<file path="src/hdl/cpuxf_params.svh">
// Purpose: constants for the status word interrupt flag block
// Assumes: 32-bit status word, system register number 5
// Notes: included by the package and the design modules
// How it works
// - acknowledging a non-maskable interrupt sets status bit 7 so no interrupt nests on top of it.
// - bit 7 reads one while non-maskable handling runs and zero otherwise.
// - every taken software exception or maskable interrupt sets status bit 6, the exception flag; a non-maskable one does not.
// - a set exception flag never blocks interrupt acceptance.
// - status bit 5 set holds off maskable requests, clear lets them be acknowledged.
// - the word is system register 5, loaded and stored by the system register instructions.
// - a software exception or maskable interrupt copies the word into the save register first.
`ifndef CPUXF_PARAMS_SVH
`define CPUXF_PARAMS_SVH
`define CPUXF_WORD_W 32
`define CPUXF_SREG_W 5
`define CPUXF_SREG_STATUS 5'h05
`define CPUXF_SREG_SAVE 5'h01
`define CPUXF_BIT_NMI 7
`define CPUXF_BIT_EXC 6
`define CPUXF_BIT_ID 5
`define CPUXF_LOW_FLAGS_MSB 4
`define CPUXF_RESET_WORD 32'h0000_0020
`define CPUXF_SAVE_RESET 32'h0000_0000
`define CPUXF_WRITE_MASK 32'h0000_00ff
`endif

</file>
<file path="src/hdl/cpuxf_pkg.sv">
// Purpose: types for the status word interrupt flag block
// Assumes: constants come from the params header
// Notes: event kinds that touch the flags
`default_nettype none
`include "cpuxf_params.svh"
package cpuxf_pkg;
  typedef logic [`CPUXF_WORD_W-1:0] cpuxf_word_t;
  typedef logic [`CPUXF_SREG_W-1:0] cpuxf_sreg_t;
  typedef enum logic [1:0] {
    CPUXF_EV_NONE,
    CPUXF_EV_NMI,
    CPUXF_EV_MASKABLE,
    CPUXF_EV_EXCEPTION
  } cpuxf_event_t;
endpackage
`default_nettype wire

</file>
<file path="src/hdl/cpuxf_accept.sv">
// Purpose: decides which pending request may be acknowledged
// Assumes: inputs come from logic on the same clock
// Notes: purely combinational
`timescale 1ns/1ps
`default_nettype none
`include "cpuxf_params.svh"
module cpuxf_accept
  import cpuxf_pkg::*;
(
  input wire cpuxf_pkg::cpuxf_word_t status_i,
  input wire logic nmi_req_i,
  input wire logic irq_req_i,
  output logic nmi_ack_o,
  output logic irq_ack_o
);
  import cpuxf_pkg::*;
  logic in_nmi;
  logic masked;
  always_comb begin
    in_nmi = status_i[`CPUXF_BIT_NMI];
    // exception flag deliberately not consulted
    masked = status_i[`CPUXF_BIT_ID] | in_nmi;
    nmi_ack_o = nmi_req_i & ~in_nmi;
    irq_ack_o = irq_req_i & ~masked & ~nmi_ack_o;
  end
endmodule
`default_nettype wire

</file>
<file path="src/hdl/cpuxf_status.sv">
// Purpose: program status word interrupt and exception flags
// Assumes: one instruction-level event per cycle at most; load has lowest priority
// Assumes: requests and done strobes come from logic on the same clock, so no synchronisers
// Notes: low arithmetic flags are stored as written, their update lives elsewhere
// Notes: event sets beat done clears and loads in the same cycle
// Notes: status word bits above the low byte read zero and ignore loads; the save register takes all 32 bits
`timescale 1ns/1ps
`default_nettype none
`include "cpuxf_params.svh"
module cpuxf_status
  import cpuxf_pkg::*;
(
  input wire logic CLOCK_I,
  input wire logic RSTN_I,
  input wire logic NMI_REQ_I,
  input wire logic IRQ_REQ_I,
  input wire logic SW_EXC_I,
  input wire logic NMI_DONE_I,
  input wire logic EXC_DONE_I,
  input wire logic SREG_LOAD_I,
  input wire cpuxf_pkg::cpuxf_sreg_t SREG_NUM_I,
  input wire cpuxf_pkg::cpuxf_word_t SREG_WDATA_I,
  output cpuxf_pkg::cpuxf_word_t SREG_RDATA_O,
  output logic NMI_ACK_O,
  output logic IRQ_ACK_O,
  output cpuxf_pkg::cpuxf_word_t STATUS_O,
  output cpuxf_pkg::cpuxf_word_t IRQ_SAVE_O
);
  import cpuxf_pkg::*;

  // ----------------------------------------
  // internal signals
  // ----------------------------------------
  // registered state and next values
  // bits above the low byte are read-only zero
  localparam cpuxf_word_t write_mask = `CPUXF_WRITE_MASK;
  cpuxf_word_t program_status_word_r;
  cpuxf_word_t program_status_word_nxt;
  cpuxf_word_t irq_status_save_r;
  cpuxf_word_t irq_status_save_nxt;
  cpuxf_word_t rdata_r;
  cpuxf_word_t rdata_nxt;
  cpuxf_word_t status_loaded;
  cpuxf_word_t status_wr_mask;
  cpuxf_word_t status_set_mask;
  cpuxf_word_t status_clr_mask;

  // decoded strobes
  cpuxf_event_t ev;
  logic nmi_ack;
  logic irq_ack;
  logic sel_status;
  logic sel_save;
  logic load_status;
  logic load_save;
  logic clr_nmi;
  logic clr_exc;
  logic set_nmi;
  logic set_exc;
  logic set_id;
  logic take_save;

  // ----------------------------------------
  // acceptance
  // ----------------------------------------
  // bit 6 is not consulted by acceptance, so the exception flag alone never blocks a request
  cpuxf_accept u_accept (
    .status_i(program_status_word_r),
    .nmi_req_i(NMI_REQ_I),
    .irq_req_i(IRQ_REQ_I),
    .nmi_ack_o(nmi_ack),
    .irq_ack_o(irq_ack)
  );

  // ----------------------------------------
  // event decode
  // ----------------------------------------
  // one event per cycle: an exception beside an ack is not taken
  always_comb begin
    if (nmi_ack) begin
      ev = CPUXF_EV_NMI;
    end else if (irq_ack) begin
      ev = CPUXF_EV_MASKABLE;
    end else if (SW_EXC_I) begin
      ev = CPUXF_EV_EXCEPTION;
    end else begin
      ev = CPUXF_EV_NONE;
    end
  end

  // maskable entry counts as exception processing too
  always_comb begin
    set_nmi = 1'b0;
    set_exc = 1'b0;
    set_id = 1'b0;
    take_save = 1'b0;
    unique case (ev)
      CPUXF_EV_NMI: begin
        set_nmi = 1'b1;
        set_id = 1'b1;
      end
      CPUXF_EV_MASKABLE, CPUXF_EV_EXCEPTION: begin
        take_save = 1'b1;
        set_exc = 1'b1;
        set_id = 1'b1;
      end
      CPUXF_EV_NONE: begin
      end
    endcase
  end

  // ----------------------------------------
  // system register access
  // ----------------------------------------
  // other numbers: loads ignored, reads give zero
  always_comb begin
    sel_status = (SREG_NUM_I == `CPUXF_SREG_STATUS);
    sel_save = (SREG_NUM_I == `CPUXF_SREG_SAVE);
    load_status = SREG_LOAD_I & sel_status;
    load_save = SREG_LOAD_I & sel_save;
    // done strobes only clear; a same-cycle event still sets
    clr_nmi = NMI_DONE_I;
    clr_exc = EXC_DONE_I;
  end

  // ----------------------------------------
  // per-bit set and clear masks
  // ----------------------------------------
  // only the three flag bits are touched by hardware
  for (genvar gi = 0; gi < `CPUXF_WORD_W; gi = gi + 1) begin : g_flag_bit
    // writable bits follow the low-byte mask
    assign status_wr_mask[gi] = write_mask[gi];
    if (gi == `CPUXF_BIT_NMI) begin : g_nmi
      assign status_set_mask[gi] = set_nmi;
      assign status_clr_mask[gi] = clr_nmi;
    end else if (gi == `CPUXF_BIT_EXC) begin : g_exc
      assign status_set_mask[gi] = set_exc;
      assign status_clr_mask[gi] = clr_exc;
    end else if (gi == `CPUXF_BIT_ID) begin : g_id
      assign status_set_mask[gi] = set_id;
      // only a software load clears the mask bit; reset sets it
      assign status_clr_mask[gi] = 1'b0;
    end else begin : g_plain
      assign status_set_mask[gi] = 1'b0;
      assign status_clr_mask[gi] = 1'b0;
    end
  end

  // ----------------------------------------
  // status word
  // ----------------------------------------
  // load, then done clears, then event sets: the set wins
  always_comb begin
    status_loaded = program_status_word_r;
    if (load_status) begin
      status_loaded = SREG_WDATA_I & status_wr_mask;
    end
    program_status_word_nxt = (status_loaded & ~status_clr_mask) | status_set_mask;
  end

  always_ff @(posedge CLOCK_I) begin
    if (!RSTN_I) begin
      program_status_word_r <= `CPUXF_RESET_WORD;
    end else begin
      program_status_word_r <= program_status_word_nxt;
    end
  end

  // ----------------------------------------
  // interrupt status save register
  // ----------------------------------------
  // single copy: nested handlers must store it before unmasking
  always_comb begin
    irq_status_save_nxt = irq_status_save_r;
    if (load_save) begin
      irq_status_save_nxt = SREG_WDATA_I;
    end
    if (take_save) begin
      irq_status_save_nxt = program_status_word_r;
    end
  end

  always_ff @(posedge CLOCK_I) begin
    if (!RSTN_I) begin
      irq_status_save_r <= `CPUXF_SAVE_RESET;
    end else begin
      irq_status_save_r <= irq_status_save_nxt;
    end
  end

  // ----------------------------------------
  // store read data
  // ----------------------------------------
  // value before this cycle's update, shown one edge later
  always_comb begin
    rdata_nxt = `CPUXF_SAVE_RESET;
    if (sel_status) begin
      rdata_nxt = program_status_word_r;
    end else if (sel_save) begin
      rdata_nxt = irq_status_save_r;
    end
  end

  always_ff @(posedge CLOCK_I) begin
    if (!RSTN_I) begin
      rdata_r <= `CPUXF_SAVE_RESET;
    end else begin
      rdata_r <= rdata_nxt;
    end
  end

  // ----------------------------------------
  // outputs
  // ----------------------------------------
  // acks stay combinational so a request is answered in its own cycle
  assign NMI_ACK_O = nmi_ack;
  assign IRQ_ACK_O = irq_ack;
  assign STATUS_O = program_status_word_r;
  assign IRQ_SAVE_O = irq_status_save_r;
  assign SREG_RDATA_O = rdata_r;
endmodule
`default_nettype wire

</file>
<file path="config.mk">
export PLATFORM = sky130hd
export DESIGN_NAME = cpuxf_status
export DESIGN_NICKNAME = d
export VERILOG_FILES = /design/src/hdl/cpuxf_pkg.sv /design/src/hdl/cpuxf_accept.sv /design/src/hdl/cpuxf_status.sv
export VERILOG_INCLUDE_DIRS = /design/src /design/src/hdl
export SDC_FILE = /design/constraint.sdc
export NUM_CORES = 1
export LEC_CHECK = 0
export BUFFER_PORTS_ARGS = -buffer_cell sky130_fd_sc_hd__buf_4
export CORE_MARGIN = 3
export CORE_UTILIZATION = 45
export CTS_CLUSTER_DIAMETER = 40
export DETAILED_ROUTE_END_ITERATION = 6
export HOLD_SLACK_MARGIN = 0.15
export PLACE_DENSITY = 0.8
export RECOVER_POWER = 50
export SLEW_MARGIN = 15
export SYNTH_ARGS = -nofsm -noshare
export SYNTH_HDL_FRONTEND = slang
export SYNTH_HIERARCHICAL = 1
export SYNTH_SLANG_ARGS = --single-unit
</file>
<file path="constraint.sdc">
create_clock -name CLOCK_I -period 1.8 [get_ports CLOCK_I]
set_clock_uncertainty 0.1 [all_clocks]
set_input_delay 0.36 -clock CLOCK_I [delete_from_list [all_inputs] [get_ports CLOCK_I]]
set_output_delay 0.36 -clock CLOCK_I [all_outputs]
set_load 0.01 [all_outputs]
</file>
### After elaboration in Yosys (flattened, before gate mapping)

Index checks and enable logic that the tools add are counted.

* muxes and demuxes: 11
* bitwise logic cells: 12
* eq/ne operators: 5
* reduce and logical (&&, ||, !) cells: 3

Operators with widths (number)
* 32-bit two-way mux: 5
* 32-bit AND: 1
* 8-bit NOT with 32-bit output: 1
* 32-bit by 8-bit bitwise OR with 32-bit output: 1
* 2-bit two-way mux: 3
* 1-bit AND: 5
* 5-bit by 1-bit equality test with 1-bit output (second input constant): 1
* 5-bit by 3-bit equality test with 1-bit output (second input constant): 1
* 2-bit equality test (second input constant): 2
* 1-bit two-way mux: 3
* 1-bit NOT: 3
* 3-bit OR reduction: 1
* 2-bit by 1-bit equality test with 1-bit output (second input constant): 1
* 2-bit nonzero test: 1
* 2-bit OR reduction: 1
* 1-bit bitwise OR: 1

* register bits after elaboration: 96
* output and inout port bits: 98
* word-level logic and storage cells: 34

### Depth between registers and ports, before layout

Gate-level depths: netlist of run 1.

* depth in word-level cells: 10
* gate-level depth with buffers: 5
* depth with buffers taken out: 4

### Cells and area by module

Netlist of run 1, hierarchy kept.

By module, submodules not included
* cpuxf_status: cells each 296, instances 1, sequential area each 1441.4 um^2, area an instance 2750.1 um^2
* cpuxf_accept: cells each 2, instances 1, sequential area each 0.0 um^2, area an instance 21.3 um^2

### Worst setup path after synthesis of run 1

OpenSTA, ideal clock, no wires.

* path type: register to register
* from: reg program_status_word_r[7] (netlist: STATUS_O[7])
* to: reg irq_status_save_r[12] (netlist: IRQ_SAVE_O[12])
* cell stages (with the launch flop): 6
* data arrival time: 1.537 ns
* period minus slack after synthesis: 1.769 ns
* setup slack: 0.031 ns
* library setup time: 0.132 ns
* cell sequence: dfxtp_1 -> nor4b_2 -> o21bai_1 -> nand2_1 -> clkbuf_1 -> a21oi_1

* longest elaborated chain between the ends: 10
* elaborated cells on any way between the ends: 15

RTL lines
* start, declared: line cpuxf_status.sv:37 `cpuxf_word_t program_status_word_r;`
* start signal, assigned: line cpuxf_status.sv:163 `` program_status_word_r <= `CPUXF_RESET_WORD; ``
* start signal, assigned: line cpuxf_status.sv:165 `program_status_word_r <= program_status_word_nxt;`
* 1-bit bitwise OR or 1-bit NOT (tied branches): line cpuxf_accept.sv:22, cpuxf_accept.sv:23
* 1-bit NOT or 1-bit AND (tied branches): line cpuxf_accept.sv:24, cpuxf_accept.sv:23
* 1-bit AND or 1-bit NOT (tied branches): line cpuxf_accept.sv:24 `irq_ack_o = irq_req_i & ~masked & ~nmi_ack_o;`
* 1-bit AND (*): line cpuxf_accept.sv:24
* via IRQ_ACK_O: line cpuxf_status.sv:25 `output logic IRQ_ACK_O,`
* 2-bit two-way mux (*): line cpuxf_status.sv:82 `end else if (irq_ack) begin`
* 2-bit two-way mux (*): line cpuxf_status.sv:80 `if (nmi_ack) begin`
* 2-bit equality test: line cpuxf_status.sv:97 `unique case (ev)`
* 2-bit OR reduction (*): line cpuxf_status.sv:97
* 1-bit two-way mux (*): line cpuxf_status.sv:97
* 32-bit two-way mux or 2-bit nonzero test (tied branches)
* end signal, assigned: line cpuxf_status.sv:185 `` irq_status_save_r <= `CPUXF_SAVE_RESET; ``
* end signal, assigned: line cpuxf_status.sv:187 `irq_status_save_r <= irq_status_save_nxt;`
* end, declared: line cpuxf_status.sv:39 `cpuxf_word_t irq_status_save_r;`

Mark *: on every way through the listed nets, which the timed path passes. The rest lies on a longest branch.
A chain may end at the register's enable or synchronous reset.

### Worst setup path in the final report of run 1

* from: reg program_status_word_r[7] (netlist: STATUS_O[7])
* to: out IRQ_ACK_O

* longest elaborated chain between the ends: 4
* elaborated cells on any way between the ends: 7

RTL lines (line)
* 1-bit bitwise OR or 1-bit NOT (tied branches): cpuxf_accept.sv:22, cpuxf_accept.sv:23
* 1-bit NOT or 1-bit AND (tied branches): cpuxf_accept.sv:24, cpuxf_accept.sv:23
* 1-bit AND or 1-bit NOT (tied branches): cpuxf_accept.sv:24
* 1-bit AND (*): cpuxf_accept.sv:24
* end, declared: cpuxf_status.sv:25

Every way passes the cells marked *; elsewhere a longest branch is shown, timed or not.

==> summary.md, run 1 <==
| Metric | Value |
|---|---|
| Status | `finished clean` |
| CTS Buf Count | `9` |
| Synth Register Bits | `72` |
| Chip Height | `84.5 um` |
| Effective utilization at floorplan | `0.483` |
| Hold crit path type | `in -> reg` |
| Ant. Diodes | `0` |
| Grt total ovfl | `0` |
| Largest family of logic cells by synthesized area | `compound AO/OA/AOI/OAI gates` |
| Clock H-tree levels | `3` |
| Post-route ant nets | `0` |
| Setup TNS | `0 ns` |
| Compound-Gate Fraction of Synth Area | `0.188` |
| Final setup violation count | `0` |
| Gpl congestion | `0.926` |
| IO Count | `143` |
| Max-Cap Viols | `0` |
| WHS | `0.170 ns` |
| Synth warnings | `6` |
| Vias in the first global route | `2490` |
| Ys async rst share | `0` |
| Die Wd | `84.5 um` |
| Slowest stage delay, CP | `0.41 ns` |
| Worst Path Required | `1.34 ns` |
| WL/cell | `15.9 um` |
| Later-pin clock latency in the skew report | `0.33 ns` |
| Worst EP arrival | `1.28 ns` |
| R2r startpoint | `STATUS_O[7]$_SDFF_PN0_` |
| Slew Limit Fails | `0` |
| PD cells | `940 nW/um^2` |
| Via-per-instance ratio | `5.28` |
| Slew margin rel. | `0.626` |
| Post-synthesis adder-cell area fraction | `0` |
| Synth unique cells | `31` |
| Multi-input gate area | `1140 sq um` |
| Cell row count | `27` |
| Top_reg_cell synth | `dfxtp_1` |
| GRT Overall Usage | `0.214` |
| Synth Instances | `298` |
| CTS tree | `yes` |
| Leakage | `0.00140 uW` |
| EDFF count, synth | `0` |
| PnR Total Power | `3450 uW` |
| Clock Path Buffers | `2` |
| Post-CTS setup buffer count | `0` |
| Mux share of post-synthesis cell area | `0` |
| Reg2Reg Capture Point | `IRQ_SAVE_O[0]$_SDFFE_PN0P_` |
| Seq/Total Area, Yosys | `0.520` |
| FF/Latch Area | `1440 sq um` |
| Most frequent cells in the layout | `dfxtp_1 (72), clkbuf_1 (72), buf_4 (58)` |
| Port buffer count | `118` |
| CTS Sinks | `72` |
| Routed via count | `2608` |
| Core ar. | `5740 sq um` |
| First-pass GRT wire length | `12300 um` |
| DRC Markers | `0` |
| Flop-to-flop setup slack | `0.23 ns` |
| DP HPWL | `5510 um` |
| Largest net degree at the start of global routing | `40` |
| Post-synth top area share | `0.520` |
| CP Cell Sequence | `nor4b_4 > buf_4` |
| Final Hold Violating Endpoints | `0` |
| Initial antenna violation count | `0` |
| Crit. Startpoint | `STATUS_O[7]$_SDFF_PN0_` |
| CP max FO | `6` |
| Die footprint | `7140 sq um` |
| Xor and xnor area share after synthesis | `0` |
| RSZ-0062 raised after global routing | `false` |
| First-pass DRT Iterations | `6` |
| Syn-to-layout area delta | `32.6%` |
| Area share of and/or/nand/nor cells after synthesis | `0.185` |
| Final Cycle Share | `0.968` |
| Fmax | `0.574 GHz` |
| DRT iter0 DRCs | `202` |
| Worst reg2reg path depth | `5` |
| Post-layout minimum cycle time | `1.74 ns` |
| Synthesized area per cell | `9.30 sq um` |
| CP endpoint kind | `output port` |
| Worst setup path end | `IRQ_ACK_O` |
| Synth top area cells | `dfxtp_1 (52%), o21ai_0 (8.3%), nand3_1 (7.0%), buf_4 (6.5%), and2_1 (5.4%)` |
| Type of origin of the critical path | `flip-flop` |
| Root Buffer | `clkbuf_8` |
| Clock slew at reported path FFs | `0.08 ns` |
| Critical path type | `reg -> out` |
| Nets | `462` |
| Total wire length | `7880 um` |
| Synthesized cell area | `2770 sq um` |
| Filler cells | `526` |
| Synth area leader | `dfxtp_1` |
| Slew @ Worst Pin | `0.560 ns` |
| Layout cells sized above 1 | `0.194` |
| Slowest CP cell | `dfxtp_1` |
| Peak VDD IR | `0.000623 V` |
==> synthesized netlist by cell type (2+ instances only) <==
| cell type | count |
|---|---|
| dfxtp_1 | 72 |
| o21ai_0 | 46 |
| nand3_1 | 39 |
| a21oi_1 | 29 |
| and2_1 | 24 |
| buf_4 | 24 |
| clkbuf_1 | 18 |
| a22o_1 | 8 |
| a31oi_1 | 8 |
| nand2_1 | 4 |
| buf_2 | 3 |
| nand3b_1 | 2 |
| nor2b_1 | 2 |
| nor3b_1 | 2 |
==> logic make-up (layout without fill, tap and decap cells) <==
logic type,after synthesis,in the layout
and+or+nand+nor,83,83
buffers and inverters,48,149
DFF,72,72
AOI/OAI and AO/OA,94,94
other,1,24
==> registers in the layout, summed over array words and instances (netlist names) <==
signal	flops
IRQ_SAVE_O	32
SREG_RDATA_O	32
STATUS_O	8
==> through the flow <==
stage | instance area [sq um] | utilization | std cells | worst slack (ns)
floorplan | 2860 | - | 321 | 0.0305
global placement | 3680 | 0.640 | 477 | -0.0214
detailed placement | 3680 | 0.640 | 477 | -0.0454
CTS | 3930 | 0.685 | 494 | 0.00571
global route | 3670 | 0.640 | 494 | 0.00527
finish | 3670 | 0.640 | 494 | 0.0584
==> critical path: cells and delay by family (launching register included) <==
kind                   cells  cell delay [ns]
buffers and inverters      1             0.18
flip-flops                 1             0.41
AND/OR/NAND/NOR            1             0.35
==> routing by layer <==
layer  global-route usage  routed length, um  vias to the layer above
met1                0.258               3070                     1190
met4               0.0719                133                        0
met5                    0                  0                        -
met2                0.368               3910                      160
met3               0.0599                760                       14
li1                     -                  -                     1244
==> layout make-up <==
class / count / area share
Multi-Input combinational cell: 201 / 0.311
Tap cell: 72 / 0.0245
Inverter: 1 / 0.00102
Sequential cell: 72 / 0.392
Clock buffer: 11 / 0.0385
Timing Repair Buffer: 132 / 0.205
Clock inverter: 5 / 0.0283
==> what timing repair did <==
action / 4_1_cts / 5_1_grt
resized for setup: 0 / 1
hold endpoints to repair: 1 / 0
hold buffers: 1 / 0
endpoints found under the setup margin: 0 / 1
==> worst min-delay path by stage <==
stage / start / to / slack, ns / depth (start not counted)
after global routing: SREG_WDATA_I[5] / STATUS_O[5]$_SDFF_PN1_ / 0.16 / 3
after floorplan: SW_EXC_I / STATUS_O[5]$_SDFF_PN1_ / 0.37 / 2
after detailed placement: IRQ_SAVE_O[30]$_SDFFE_PN0P_ / SREG_RDATA_O[30]$_SDFF_PP0_ / 0.37 / 1
after CTS: SREG_WDATA_I[5] / STATUS_O[5]$_SDFF_PN1_ / 0.16 / 3
final: SREG_WDATA_I[5] / STATUS_O[5]$_SDFF_PN1_ / 0.17 / 3
after global placement: IRQ_SAVE_O[26]$_SDFFE_PN0P_ / SREG_RDATA_O[26]$_SDFF_PP0_ / 0.36 / 1
==> where the power goes <==
group / internal, uW / switching, uW
clock: 959 / 578
combinational: 118 / 163
sequential: 1610 / 21.4
(Power assumes the default switching activity.)
==> inputs of run 2 (changes only) <==
- CORE_UTILIZATION: 45 -> 40
- PLACE_DENSITY: 0.8 -> 0.86
- clock period: 1.8 -> 1.4 ns (I/O delays scaled with it)
==> run 2 against run 1 <==
Effect of this change:
- the run now ends with negative setup slack left
- sequential share of layout area decreased by 7.1 points
- combinational power rose by 120%
- power is 29% higher
- flip-flop and latch count is the same
- clock power grew 12%
- utilization grew 5.0 points
- critical path type unchanged
- highest routed layer unchanged
==> summary.md, run 2 (same netlist as run 1, synthesis figures left out) <==
| Metric | Value |
|---|---|
| Status | `complete, but fails checks` |
| Failing checks | `negative setup slack` |
| WHS | `0.176 ns` |
| Place WS | `-0.403 ns` |
| Port buffer count | `118` |
| Clock Path Buffers | `2` |
| Final Hold Violating Endpoints | `0` |
| Most common cell after layout, fill and taps aside | `buf_4` |
| Top Layer Used | `met4` |
| Type of origin of the critical path | `flip-flop` |
| Vias in the first global route | `2871` |
| Final setup violation count | `36` |
| Peak VDD IR | `0.000766 V` |
| Final Cycle Share | `1.16` |
| Later-pin clock latency in the skew report | `0.34 ns` |
| Die footprint | `7960 sq um` |
| Syn-to-layout area delta | `62.5%` |
| Fmax | `0.616 GHz` |
| Cell row count | `29` |
| Dpl cell area | `3920 sq um` |
| Via-per-instance ratio | `5.47` |
| IO Count | `143` |
| FF/Latch Area | `1450 sq um` |
| Total wire length | `9750 um` |
| Root Buffer | `clkbuf_8` |
| Max-Cap Viols | `0` |
| Largest net degree at the start of global routing | `40` |
| Critical path type | `reg -> out` |
| Worst EP arrival | `1.24 ns` |
| Effective utilization at floorplan | `0.424` |
| Setup TNS | `-3.96 ns` |
| Routed via count | `3047` |
| First-pass GRT wire length | `13800 um` |
| Post-route ant nets | `0` |
| Nets | `520` |
| WL/cell | `17.5 um` |
| Most frequent cells in the layout | `buf_4 (84), dfxtp_1 (70), clkbuf_1 (54)` |
| M1 WL | `3460 um` |
| First-pass DRT Iterations | `5` |
| Filler cells | `511` |
| Initial antenna violation count | `0` |
| Worst Path Required | `1.02 ns` |
| Chip Height | `89.2 um` |
| CP endpoint kind | `output port` |
| Clock H-tree levels | `3` |
| Core ar. | `6530 sq um` |
| GRT Overall Usage | `0.226` |
| Multi-input gate area | `1300 sq um` |
| Post-layout minimum cycle time | `1.62 ns` |
| CTS Sinks | `72` |
| Clock slew at reported path FFs | `0.08 ns` |
| Met3 wire length | `979 um` |
| Leakage | `0.00178 uW` |
| RSZ-0062 raised after global routing | `true` |
| Hold crit path type | `in -> reg` |
| CTS tree | `yes` |
| Routed length on met2 | `4930 um` |
| Die Wd | `89.2 um` |
| Ant. Diodes | `0` |
| DRT iter0 DRCs | `310` |
| CTS Buf Count | `9` |
| CP max FO | `2` |
| Final instance area | `4500 sq um` |
| PD cells | `985 nW/um^2` |
| DP HPWL | `5820 um` |
| Post-layout util | `0.690` |
| Grt total ovfl | `0` |
| Final WS setup | `-0.222 ns` |
| Gpl congestion | `0.862` |
| Slew Limit Fails | `0` |
| DRC Markers | `0` |
| Layout cells sized above 1 | `0.331` |
## run 2: changes by cell type in the layout (fill, tap and decap cells not counted), sizes merged
cell / before / now
dlygate4sd3: 1 / 35
buf: 60 / 99
o21bai: 1 / 2
clkinvlp: 0 / 1
bufinv: 3 / 1
clkbuf: 82 / 66
clkinv: 2 / 3
## run 2: path summary, 6_finish.rpt
kind,from,to,slack (ns),cells past startpoint
worst min register to register,IRQ_SAVE_O[10]$_SDFFE_PN0P_,SREG_RDATA_O[10]$_SDFF_PP0_,0.38,1
worst max register to register,STATUS_O[7]$_SDFF_PN0_,IRQ_SAVE_O[3]$_SDFFE_PN0P_,-0.19,7
worst max-delay path,STATUS_O[7]$_SDFF_PN0_,IRQ_ACK_O,-0.22,3
worst min-delay path,EXC_DONE_I,STATUS_O[6]$_SDFF_PN0_,0.18,3
## run 2: cell type report
type,instances,share of cell area
Tap cell,77,0.0214
Sequential cell,72,0.321
Timing Repair Buffer,189,0.320
Clock inverter,5,0.0117
Multi-Input combinational cell,202,0.289
Clock buffer,11,0.0361
Inverter,1,0.000833
## run 2: per-layer routing
layer / vias to the layer above / GRT usage
li1: 1364 / -
met1: 1397 / 0.252
met2: 226 / 0.406
met3: 60 / 0.0507
met4: 0 / 0.104
met5: - / 0
## run 2: critical path, stage by stage (launching register included)
cell,delay [ns]
dfxtp_4,0.36
nor4b_4,0.28
buf_4,0.17
buf_6,0.10
## run 2: what timing repair did
| item | 4_1_cts | 5_1_grt |
|---|---|---|
| gates resized for setup | 10 | 23 |
| hold endpoints to repair | 39 | 1 |
| cloned | 1 | 2 |
| hold buffers | 35 | 1 |
| setup buffers | 3 | 4 |
| pin swaps | 4 | 2 |
| endpoints found under the setup margin | 32 | 41 |
## run 2: power breakdown
| group | total (uW) | leakage [uW] | internal (uW) | switching, uW |
|---|---|---|---|---|
| Combinational | 608 | 0.00108 | 318 | 290 |
| Sequential | 2100 | 0.000582 | 2070 | 27.6 |
| Clock | 1730 | 0.000110 | 970 | 758 |
| Total | 4440 | 0.00178 | 3360 | 1080 |
## run 2: through the flow
| stage | std cells | total power (uW) |
|---|---|---|
| after detailed placement | 496 | 2580 |
| after floorplan | 321 | 2390 |
| final | 557 | 4440 |
| after global routing | 557 | 4610 |
| after global placement | 496 | 2570 |
| after CTS | 551 | 4380 |
